===== src/bfp_regs.svh =====
/*
  register offsets, status field positions, reset values and timing figures
  of the battery fault priority controller.
  assumes a 125 MHz system clock; definitions only.
*/
`ifndef BFP_REGS_SVH
`define BFP_REGS_SVH

`define BFP_CTRL_OFS      8'h00
`define BFP_STAT_OFS      8'h04
`define BFP_CTRL_RST      1'h1

`define BFP_ST_OVC        0
`define BFP_ST_OVD        1
`define BFP_ST_OI         2
`define BFP_ST_SC         3
`define BFP_ST_EC         4
`define BFP_ST_SBY        5
`define BFP_ST_SHORT      6

`define BFP_CLK_NS        8
`define BFP_TICK_NS       1000
`define BFP_TICK_CYC      ((`BFP_TICK_NS + `BFP_CLK_NS - 1) / `BFP_CLK_NS)
`define BFP_SHORTEN_SHIFT 6

`define BFP_OVC_DET_US    1000000
`define BFP_OVC_REL_US    16000
`define BFP_OVD_DET_US    20000
`define BFP_OVD_REL_US    1000
`define BFP_OI_DET_US     10000
`define BFP_OI_REL_US     1000
`define BFP_EC_DET_US     1000
`define BFP_EC_REL_US     1000
`define BFP_SC_DLY_NS     300000

`endif


===== src/bfp_pkg.sv =====
/*
  types shared by the battery fault priority controller.
  assumes bfp_regs.svh for the numeric figures.
*/
package bfp_pkg;
  typedef logic [23:0] bfp_cnt_t;
  typedef enum logic [2:0] {
    BFP_OVC_DET,
    BFP_OVC_REL,
    BFP_OVD_DET,
    BFP_OVD_REL,
    BFP_OI_DET,
    BFP_OI_REL,
    BFP_EC_DET,
    BFP_EC_REL
  } bfp_dly_id_t;
endpackage


===== src/bfp_dly_if.sv =====
/*
  carrier between the controller and one qualified delay counter.
  assumes all signals live in the sys_clk domain.
*/
`timescale 1ns/100ps
interface bfp_dly_if;
  logic              qual;
  logic              tick;
  logic              shorten;
  bfp_pkg::bfp_cnt_t limit;
  logic              done;
  modport ctl (output qual, output tick, output shorten, output limit, input done);
  modport cnt (input qual, input tick, input shorten, input limit, output done);
endinterface


===== src/bfp_sync.sv =====
/*
  two flip-flop synchroniser for a bundle of asynchronous levels.
  assumes the inputs are slow comparator or pin levels.
*/
`timescale 1ns/100ps
module bfp_sync #(
  parameter int W = 1
) (
  input  wire logic         sys_clk,
  input  wire logic         arst_n,
  input  wire logic [W-1:0] d,
  output logic      [W-1:0] q
);
  logic [W-1:0] meta_reg;

  always_ff @(posedge sys_clk or negedge arst_n) begin
    if (!arst_n) begin
      meta_reg <= '0;
      q        <= '0;
    end else begin
      meta_reg <= d;
      q        <= meta_reg;
    end
  end
endmodule


===== src/bfp_dly.sv =====
/*
  delay counter qualified by one condition; pulses done at terminal count.
  assumes qual, tick and shorten are synchronous to sys_clk.
*/
`timescale 1ns/100ps
`include "bfp_regs.svh"
module bfp_dly (
  input wire logic sys_clk,
  input wire logic arst_n,
  bfp_dly_if.cnt   d
);
  bfp_pkg::bfp_cnt_t cnt_reg;
  bfp_pkg::bfp_cnt_t short_lim;
  bfp_pkg::bfp_cnt_t lim;
  logic              done_reg;

  // a shortened limit never falls to zero, so the counter still terminates
  assign short_lim = d.limit >> `BFP_SHORTEN_SHIFT;
  assign lim = d.shorten ? ((short_lim == '0) ? 24'h000001 : short_lim)
                         : d.limit;
  assign d.done = done_reg;

  always_ff @(posedge sys_clk or negedge arst_n) begin
    if (!arst_n) begin
      cnt_reg  <= '0;
      done_reg <= 1'b0;
    end else begin
      done_reg <= 1'b0;
      if (!d.qual) begin
        cnt_reg <= '0;
      end else if (d.tick) begin
        if (cnt_reg + 24'h000001 >= lim) begin
          cnt_reg  <= '0;
          done_reg <= 1'b1;
        end else begin
          cnt_reg <= cnt_reg + 24'h000001;
        end
      end
    end
  end
endmodule


===== src/bfp_ctrl.sv =====
/*
  state and priority logic of a two-cell battery protection controller:
  over-charge, over-discharge, over-current, short-circuit and excessive
  charger detection, overlap priority, standby and charger-minus pull paths.
  assumes comparator flags and the shorten pin arrive asynchronously and a
  plain register port on sys_clk.
*/
// Design decisions made here: the register addresses and the strobed register port.
// Contract
// - shorten pin high cuts every counter-timed delay.
// - shorten pin low or open gives full counter delays.
// - short-circuit delay ignores the shorten pin.
// - over-charge wins over over-discharge; over-discharge detection restarts afterwards.
// - over-discharge after over-charge: no standby, sense node pulled up.
// - over-charge and over-current run together; over-charge first abandons over-current.
// - over-current first pulls sense node down; over-charge first releases it.
// - over-discharge and over-current run together; over-discharge first abandons over-current.
// - short-circuit detection runs independently of all priority logic.
// - no excessive-charger detection during over-discharge, over-current, short-circuit.
// - excessive-charger delay starts only after discharge output returns high.
// - charge output goes low once the over-charge delay elapses.
// - over-discharge enters standby and pulls the sense node up.
// - over-current drives discharge low, pulls sense down, no standby.
`timescale 1ns/100ps
`include "bfp_regs.svh"
module bfp_ctrl #(
  parameter int OVC_DET_US = `BFP_OVC_DET_US,
  parameter int OVC_REL_US = `BFP_OVC_REL_US,
  parameter int OVD_DET_US = `BFP_OVD_DET_US,
  parameter int OVD_REL_US = `BFP_OVD_REL_US,
  parameter int OI_DET_US  = `BFP_OI_DET_US,
  parameter int OI_REL_US  = `BFP_OI_REL_US,
  parameter int EC_DET_US  = `BFP_EC_DET_US,
  parameter int EC_REL_US  = `BFP_EC_REL_US,
  parameter int SC_DLY_NS  = `BFP_SC_DLY_NS
) (
  input  wire logic        sys_clk,
  input  wire logic        arst_n,
  input  wire logic        ovc_det_cmp,
  input  wire logic        ovc_rel_cmp,
  input  wire logic        ovd_det_cmp,
  input  wire logic        ovd_rel_cmp,
  input  wire logic        oi_det_cmp,
  input  wire logic        oi_rel_cmp,
  input  wire logic        sc_det_cmp,
  input  wire logic        ec_det_cmp,
  input  wire logic        sby_rel_cmp,
  input  wire logic        test_shorten,
  input  wire logic [7:0]  reg_addr,
  input  wire logic [31:0] reg_wdata,
  input  wire logic        reg_wr,
  input  wire logic        reg_rd,
  output logic      [31:0] reg_rdata,
  output logic             chg_gate,
  output logic             dis_gate,
  output logic             vm_pull_up,
  output logic             vm_pull_dn,
  output logic             standby
);
  localparam int SC_CYC_I = (SC_DLY_NS + `BFP_CLK_NS - 1) / `BFP_CLK_NS;
  localparam int SC_CYC   = (SC_CYC_I < 1) ? 1 : SC_CYC_I;

  logic [9:0]        cmp_s;
  logic              ovc_s;
  logic              ovc_rel_s;
  logic              ovd_s;
  logic              ovd_rel_s;
  logic              oi_s;
  logic              oi_rel_s;
  logic              sc_s;
  logic              ec_s;
  logic              sby_rel_s;
  logic              shorten_s;
  logic [6:0]        tick_cnt_reg;
  logic              tick_reg;
  logic              det_en_reg;
  logic              ovc_state_reg;
  logic              ovd_state_reg;
  logic              oi_state_reg;
  logic              sc_state_reg;
  logic              ec_state_reg;
  logic              standby_reg;
  logic              chg_gate_reg;
  logic              dis_gate_reg;
  logic              pull_up_reg;
  logic              pull_dn_reg;
  logic [31:0]       rdata_reg;
  logic [7:0]        qual;
  logic [7:0]        done;
  bfp_pkg::bfp_cnt_t lim_arr [8];
  logic              sc_done;

  bfp_sync #(.W(10)) u_sync (
    .sys_clk (sys_clk),
    .arst_n  (arst_n),
    .d       ({test_shorten, sby_rel_cmp, ec_det_cmp, sc_det_cmp, oi_rel_cmp,
                oi_det_cmp, ovd_rel_cmp, ovd_det_cmp, ovc_rel_cmp, ovc_det_cmp}),
    .q       (cmp_s)
  );

  assign ovc_s     = cmp_s[0];
  assign ovc_rel_s = cmp_s[1];
  assign ovd_s     = cmp_s[2];
  assign ovd_rel_s = cmp_s[3];
  assign oi_s      = cmp_s[4];
  assign oi_rel_s  = cmp_s[5];
  assign sc_s      = cmp_s[6];
  assign ec_s      = cmp_s[7];
  assign sby_rel_s = cmp_s[8];
  assign shorten_s = cmp_s[9];

  // one microsecond enable for the counter-timed delays
  always_ff @(posedge sys_clk or negedge arst_n) begin
    if (!arst_n) begin
      tick_cnt_reg <= '0;
      tick_reg     <= 1'b0;
    end else if (tick_cnt_reg == 7'(`BFP_TICK_CYC - 1)) begin
      tick_cnt_reg <= '0;
      tick_reg     <= 1'b1;
    end else begin
      tick_cnt_reg <= tick_cnt_reg + 7'h01;
      tick_reg     <= 1'b0;
    end
  end

  // detection qualifiers: this is where the overlap priority lives
  always_comb begin
    qual = '0;
    qual[bfp_pkg::BFP_OVC_DET] = det_en_reg && ovc_s && !ovc_state_reg;
    qual[bfp_pkg::BFP_OVC_REL] = ovc_state_reg && ovc_rel_s;
    // over-discharge timing is held at zero while over-charge is being timed
    qual[bfp_pkg::BFP_OVD_DET] = det_en_reg && ovd_s && !ovd_state_reg
                                 && !qual[bfp_pkg::BFP_OVC_DET];
    // release needs the charger, i.e. standby already left
    qual[bfp_pkg::BFP_OVD_REL] = ovd_state_reg && !standby_reg && ovd_rel_s;
    qual[bfp_pkg::BFP_OI_DET]  = det_en_reg && oi_s && !oi_state_reg
                                 && !ovc_state_reg
                                 && !ovd_state_reg;
    qual[bfp_pkg::BFP_OI_REL]  = (oi_state_reg || sc_state_reg) && oi_rel_s;
    qual[bfp_pkg::BFP_EC_DET]  = det_en_reg && ec_s && !ec_state_reg
                                 && !ovd_state_reg && !oi_state_reg
                                 && !sc_state_reg
                                 && dis_gate_reg;
    qual[bfp_pkg::BFP_EC_REL]  = ec_state_reg && !ec_s;
  end

  assign lim_arr[0] = 24'(OVC_DET_US);
  assign lim_arr[1] = 24'(OVC_REL_US);
  assign lim_arr[2] = 24'(OVD_DET_US);
  assign lim_arr[3] = 24'(OVD_REL_US);
  assign lim_arr[4] = 24'(OI_DET_US);
  assign lim_arr[5] = 24'(OI_REL_US);
  assign lim_arr[6] = 24'(EC_DET_US);
  assign lim_arr[7] = 24'(EC_REL_US);

  bfp_dly_if dly_if [8] ();

  for (genvar i = 0; i < 8; i++) begin : g_dly
    assign dly_if[i].qual    = qual[i];
    assign dly_if[i].tick    = tick_reg;
    assign dly_if[i].shorten = shorten_s;
    assign dly_if[i].limit   = lim_arr[i];
    assign done[i]           = dly_if[i].done;
    bfp_dly u_dly (
      .sys_clk (sys_clk),
      .arst_n  (arst_n),
      .d       (dly_if[i].cnt)
    );
  end

  // short circuit is timed in raw clock cycles, never shortened
  bfp_dly_if sc_if ();
  assign sc_if.qual    = det_en_reg && sc_s && !sc_state_reg;
  assign sc_if.tick    = 1'b1;
  assign sc_if.shorten = 1'b0;
  assign sc_if.limit   = 24'(SC_CYC);
  assign sc_done       = sc_if.done;

  bfp_dly u_sc_dly (
    .sys_clk (sys_clk),
    .arst_n  (arst_n),
    .d       (sc_if.cnt)
  );

  always_ff @(posedge sys_clk or negedge arst_n) begin
    if (!arst_n) begin
      ovc_state_reg <= 1'b0;
    end else if (!det_en_reg) begin
      ovc_state_reg <= 1'b0;
    end else if (done[bfp_pkg::BFP_OVC_DET]) begin
      ovc_state_reg <= 1'b1;
    end else if (done[bfp_pkg::BFP_OVC_REL]) begin
      ovc_state_reg <= 1'b0;
    end
  end

  always_ff @(posedge sys_clk or negedge arst_n) begin
    if (!arst_n) begin
      ovd_state_reg <= 1'b0;
      standby_reg   <= 1'b0;
    end else if (!det_en_reg) begin
      ovd_state_reg <= 1'b0;
      standby_reg   <= 1'b0;
    end else if (done[bfp_pkg::BFP_OVD_DET]) begin
      ovd_state_reg <= 1'b1;
      standby_reg   <= !ovc_state_reg;
    end else begin
      if (done[bfp_pkg::BFP_OVD_REL]) begin
        ovd_state_reg <= 1'b0;
      end
      if (standby_reg && sby_rel_s) begin
        standby_reg <= 1'b0;
      end
    end
  end

  // over-discharge abandons a pending over-current; an established one stays
  // set, but the sense node moves from the ground pull to the supply pull
  always_ff @(posedge sys_clk or negedge arst_n) begin
    if (!arst_n) begin
      oi_state_reg <= 1'b0;
      sc_state_reg <= 1'b0;
    end else if (!det_en_reg) begin
      oi_state_reg <= 1'b0;
      sc_state_reg <= 1'b0;
    end else begin
      if (done[bfp_pkg::BFP_OI_DET]) begin
        oi_state_reg <= 1'b1;
      end else if (done[bfp_pkg::BFP_OI_REL]) begin
        oi_state_reg <= 1'b0;
      end
      if (sc_done) begin
        sc_state_reg <= 1'b1;
      end else if (done[bfp_pkg::BFP_OI_REL]) begin
        sc_state_reg <= 1'b0;
      end
    end
  end

  always_ff @(posedge sys_clk or negedge arst_n) begin
    if (!arst_n) begin
      ec_state_reg <= 1'b0;
    end else if (!det_en_reg) begin
      ec_state_reg <= 1'b0;
    end else if (done[bfp_pkg::BFP_EC_DET]) begin
      ec_state_reg <= 1'b1;
    end else if (done[bfp_pkg::BFP_EC_REL]) begin
      ec_state_reg <= 1'b0;
    end
  end

  // gate and pull outputs, one cycle behind the states
  always_ff @(posedge sys_clk or negedge arst_n) begin
    if (!arst_n) begin
      chg_gate_reg <= 1'b1;
      dis_gate_reg <= 1'b1;
      pull_up_reg  <= 1'b0;
      pull_dn_reg  <= 1'b0;
    end else begin
      chg_gate_reg <= !(ovc_state_reg || ec_state_reg);
      dis_gate_reg <= !(ovd_state_reg || oi_state_reg || sc_state_reg);
      pull_up_reg  <= ovd_state_reg;
      // over-current reached first keeps the ground pull even if over-charge
      // follows, since over-current timing is abandoned once over-charge holds
      pull_dn_reg  <= (oi_state_reg || sc_state_reg) && !ovd_state_reg;
    end
  end

  always_ff @(posedge sys_clk or negedge arst_n) begin
    if (!arst_n) begin
      det_en_reg <= `BFP_CTRL_RST;
    end else if (reg_wr && reg_addr == `BFP_CTRL_OFS) begin
      det_en_reg <= reg_wdata[0];
    end
  end

  always_ff @(posedge sys_clk or negedge arst_n) begin
    if (!arst_n) begin
      rdata_reg <= '0;
    end else if (!reg_rd) begin
      rdata_reg <= '0;
    end else begin
      case (reg_addr)
        `BFP_CTRL_OFS: rdata_reg <= {31'h0, det_en_reg};
        `BFP_STAT_OFS: begin
          rdata_reg                <= '0;
          rdata_reg[`BFP_ST_OVC]   <= ovc_state_reg;
          rdata_reg[`BFP_ST_OVD]   <= ovd_state_reg;
          rdata_reg[`BFP_ST_OI]    <= oi_state_reg;
          rdata_reg[`BFP_ST_SC]    <= sc_state_reg;
          rdata_reg[`BFP_ST_EC]    <= ec_state_reg;
          rdata_reg[`BFP_ST_SBY]   <= standby_reg;
          rdata_reg[`BFP_ST_SHORT] <= shorten_s;
        end
        default: rdata_reg <= '0;
      endcase
    end
  end

  assign reg_rdata  = rdata_reg;
  assign chg_gate   = chg_gate_reg;
  assign dis_gate   = dis_gate_reg;
  assign vm_pull_up = pull_up_reg;
  assign vm_pull_dn = pull_dn_reg;
  assign standby    = standby_reg;
endmodule


===== config.mk =====
export PLATFORM = sky130hd
export DESIGN_NAME = bfp_ctrl
export DESIGN_NICKNAME = d
export VERILOG_FILES = /design/src/bfp_pkg.sv /design/src/bfp_dly_if.sv /design/src/bfp_sync.sv /design/src/bfp_dly.sv /design/src/bfp_ctrl.sv
export VERILOG_INCLUDE_DIRS = /design/src /design/src/src
export SDC_FILE = /design/constraint.sdc
export NUM_CORES = 1
export LEC_CHECK = 0
export ABC_AREA = 1
export BUFFER_PORTS_ARGS = -buffer_cell sky130_fd_sc_hd__buf_4
export CELL_PAD_IN_SITES_DETAIL_PLACEMENT = 0
export CELL_PAD_IN_SITES_GLOBAL_PLACEMENT = 1
export CORE_MARGIN = 8
export CORE_UTILIZATION = 41
export CTS_BUF_LIST = sky130_fd_sc_hd__clkbuf_8 sky130_fd_sc_hd__clkbuf_16
export CTS_CLUSTER_SIZE = 8
export DETAILED_ROUTE_END_ITERATION = 12
export PLACE_DENSITY = 0.88
export SYNTH_ARGS = -nofsm -noshare
export SYNTH_HDL_FRONTEND = slang
export SYNTH_SLANG_ARGS = --single-unit

===== constraint.sdc =====
create_clock -name sys_clk -period 3.05 [get_ports sys_clk]
set_input_delay 0.915 -clock sys_clk [delete_from_list [all_inputs] [get_ports sys_clk]]
set_output_delay 0.915 -clock sys_clk [all_outputs]
set_load 0.01 [all_outputs]

==> flow_metrics.tcl <==
set metrics [dict create \
    cp_num_buf_inv 3 \
    crit_required_ns 3.47 \
    crit_path_frequent_cell "nand2_1" \
    syn_inst 2629 \
    wirelength_um 43400 \
    worst_clock_skew_ns 0.0170 \
    fillers 4449 \
    tns_ns 0 \
    hp-class "in2async" \
    leakagePower_nw 10.0 \
    dieArea_mm2 0.0513 \
    grt_start_max_net_pins 77 \
    wl_per_cell_um 13.0 \
    slew_viol_final 0 \
    fp.dieH_um 226 \
    post_synth.cell_area_avg_um2 6.91 \
    grt_first_pass_wirelength_um 74600 \
    cts_inserted_buffers 40 \
    seq_area_frac_synth 0.374 \
    overflow 0 \
    syn2layout_area_growth_pct 12.8 \
    synth_edf_count 0 \
    tightest_slew_ns 0.646 \
    cts_tree "done" \
    yosys_warnings 0 \
    ys_ff_latch 271 \
    port_buffers 34 \
    dp.cells 3271 \
    multiInputGateArea_mm2 0.00977 \
    place_hpwl_um 31800 \
    r2r_slack_ns 0.25 \
    cts_num_sinks 271 \
    crit_slowest_cell "dfrtp_1" \
    detail_route.first_pass.iterations 5 \
    end_kind "flop" \
    largest_reg_flops 192 \
    cpPeakStageDelay_ns 0.43 \
    maxCapViolCount 0 \
    ant_nets 0 \
    ioPinCount 91 \
    critPathKind "reg2reg" \
    finalHoldViolCount 0 \
    setup_viol 0 \
    ir_drop_uv 278 \
    syn_area_mm2 0.0182 \
    crit_chain "ha_1, nand2_2, nor2_4, nand3_4, nand3b_1, xor2_1, inv_1, ha_1, nand2_1, inv_1, nand4_1, nor2_1, nand2_1, nand2_1, nor2_2, buf_4, nand3_1, nand2_1" \
    finalCritPeriodShare 0.917 \
    instances_no_fill 3335 \
    vias 16346 \
    via_per_inst 4.90 \
    max_freq_mhz 358 \
    ys.flop_type "dfrtp_1" \
    finalWeightedCongestion 0.860 \
    final-seq-area_mm2 0.00679 \
    start_util 0.413 \
    cts_root_buf "clkbuf_16" \
    clkLatencyLatePin_ns 0.54 \
    die_w_um 226 \
    crit_arrival_ns 3.22 \
    antenna_found_initial 0 \
    grt_pass1_vias 16257 \
    core_area_mm2 0.0439 \
    async_flop_share 1.00 \
    num_rows 77 \
    status "completed" \
    reg2reg_depth 18 \
    htreeDepth 2 \
    clk_pin_slew_worst_paths_ns 0.05 \
    nets 2861 \
    crit_path_start_kind "flop" \
    drive_gt1_frac 0.0915 \
    drtIter0Drc 1102 \
    cts_buffer_depth 3 \
    crit_fanout 15 \
    ys_types 47 \
    grt_use_total 0.172 \
    diodes 0 \
    slew_headroom 0.569 \
    rr_endpoint "g_dly[1].u_dly.cnt_reg[2]$_DFFE_PN0P_" \
    r2r_start "g_dly[1].u_dly.cnt_reg[0]$_DFFE_PN0P_" \
    post-route-drc-count 0 \
    p_per_area_mw_per_mm2 393 \
    period_minus_slack_ns 2.80 \
    crit_family "simple AND/OR/NAND/NOR gates" \
]
## where the power goes
part	leakage, nW	switching (mW)	total (mW)	internal, mW
Combinational	5.73	0.268	0.381	0.114
Sequential	3.69	0.0370	3.69	3.65
Clock	0.598	1.58	3.97	2.40
## cell usage after synthesis, types with 2 or more instances
library cell	count	area share
buf_2	9	0.0025
o21ai_1	3	0.00083
ha_1	81	0.056
a211oi_1	2	0.00083
nor3_1	48	0.013
nor3_2	2	0.0011
clkinv_1	8	0.0017
nand2_2	9	0.0031
o21bai_1	11	0.0045
dfstp_2	3	0.0043
nand3b_1	9	0.0037
nor2_4	15	0.0093
o21ai_0	30	0.0083
xor2_1	67	0.032
nand3_2	22	0.012
buf_6	6	0.0037
inv_1	345	0.071
a21oi_1	39	0.011
and2_1	3	0.0010
xnor2_1	19	0.0092
a21boi_0	3	0.0012
or2_2	5	0.0017
clkbuf_1	21	0.0043
and3_1	3	0.0010
nor4_1	3	0.0010
nand2_1	792	0.16
dfrtp_1	268	0.37
buf_4	32	0.013
nor2_2	40	0.014
nand3_1	198	0.055
nor2_1	444	0.092
nand4_1	74	0.025
## cells in the final DEF (no fill, tap or decap), types with 4 or more instances in the layout
master     count
o21ai_0       30
nand3_2       23
xor2_1        66
nand2_2        9
clkinv_1       8
buf_4         88
nand4_1       74
nor3_1        47
or2_2          5
clkbuf_16     41
nor2_2        43
a21oi_1       39
buf_12         4
dfrtp_1      266
inv_1        361
nand2_1      791
nand3_1      197
xnor2_1       19
ha_1          80
nor2_1       438
nor2_4        18
conb_1        33
nand3b_1       9
o21bai_1      11
## metal layers
metal / vias to the layer above / global-route usage / wire [um]
li1: 8359 / - / -
met1: 7627 / 0.221 / 20100
met2: 285 / 0.293 / 20500
met3: 75 / 0.0278 / 1840
met4: 0 / 0.0521 / 983
met5: - / 0 / 0
## worst max path at each step
stage	from	endpoint	slack, ns	cells after the start
after global routing	g_dly[0].u_dly.cnt_reg[0]$_DFFE_PN0P_	g_dly[0].u_dly.cnt_reg[0]$_DFFE_PN0P_	-0.02	16
after detailed placement	g_dly[6].u_dly.cnt_reg[0]$_DFFE_PN0P_	g_dly[6].u_dly.cnt_reg[4]$_DFFE_PN0P_	0.04	19
after CTS	g_dly[6].u_dly.cnt_reg[0]$_DFFE_PN0P_	g_dly[6].u_dly.cnt_reg[4]$_DFFE_PN0P_	0.02	19
final	g_dly[1].u_dly.cnt_reg[0]$_DFFE_PN0P_	g_dly[1].u_dly.cnt_reg[2]$_DFFE_PN0P_	0.25	18
after floorplan	u_sync.q[9]$_DFF_PN0_	g_dly[1].u_dly.d.done$_DFF_PN0_	0.22	15
after global placement	g_dly[6].u_dly.cnt_reg[0]$_DFFE_PN0P_	g_dly[6].u_dly.cnt_reg[9]$_DFFE_PN0P_	0.07	19
## through the flow
step | setup WS, ns | hold WS, ns | utilization | area [um2] | total power, mW
floorplan | 0.215 | 0.331 | - | 18300 | 3.93
global placement | 0.0709 | 0.339 | 0.438 | 19300 | 4.12
detailed placement | 0.0407 | 0.335 | 0.438 | 19300 | 4.13
CTS | 0.0167 | 0.280 | 0.464 | 20400 | 8.19
global route | -0.0195 | 0.309 | 0.466 | 20500 | 8.37
finish | 0.253 | 0.300 | 0.466 | 20500 | 8.04
## layout make-up
type / count / share of cell area
Sequential cell: 271 / 0.331
Clock inverter: 17 / 0.00330
Timing Repair Buffer: 93 / 0.0369
Multi-Input combinational cell: 1967 / 0.477
Inverter: 353 / 0.0647
Clock buffer: 42 / 0.0508
Tap cell: 592 / 0.0362
## worst register-to-register path, stage by stage, from the launching register on
cell and delay, ns:
dfrtp_1 0.43, ha_1 0.21, nand2_2 0.10, nor2_4 0.19, nand3_4 0.13, nand3b_1 0.19, xor2_1 0.20, inv_1 0.07
ha_1 0.27, nand2_1 0.04, inv_1 0.09, nand4_1 0.11, nor2_1 0.12, nand2_1 0.08, nand2_1 0.07, nor2_2 0.03
buf_4 0.20, nand3_1 0.10, nand2_1 0.06
## cells by family (layout without fill, tap and decap cells)
logic type,after synthesis,after routing,share of synthesized area
compound gates,94,94,0.0291
xor+xnor,87,87,0.0424
fa+ha+maj,81,81,0.0558
buf+inv,424,505,0.0989
flops,271,271,0.374
other cells,1,33,0.000207
simple gates,1671,1672,0.400
## what timing repair did
action	CTS	global route
gates resized for setup	0	18
setup buffers	0	4
hold buffers	0	0
endpoints found under the setup margin	0	75
Power figures use the tool's default switching activity.
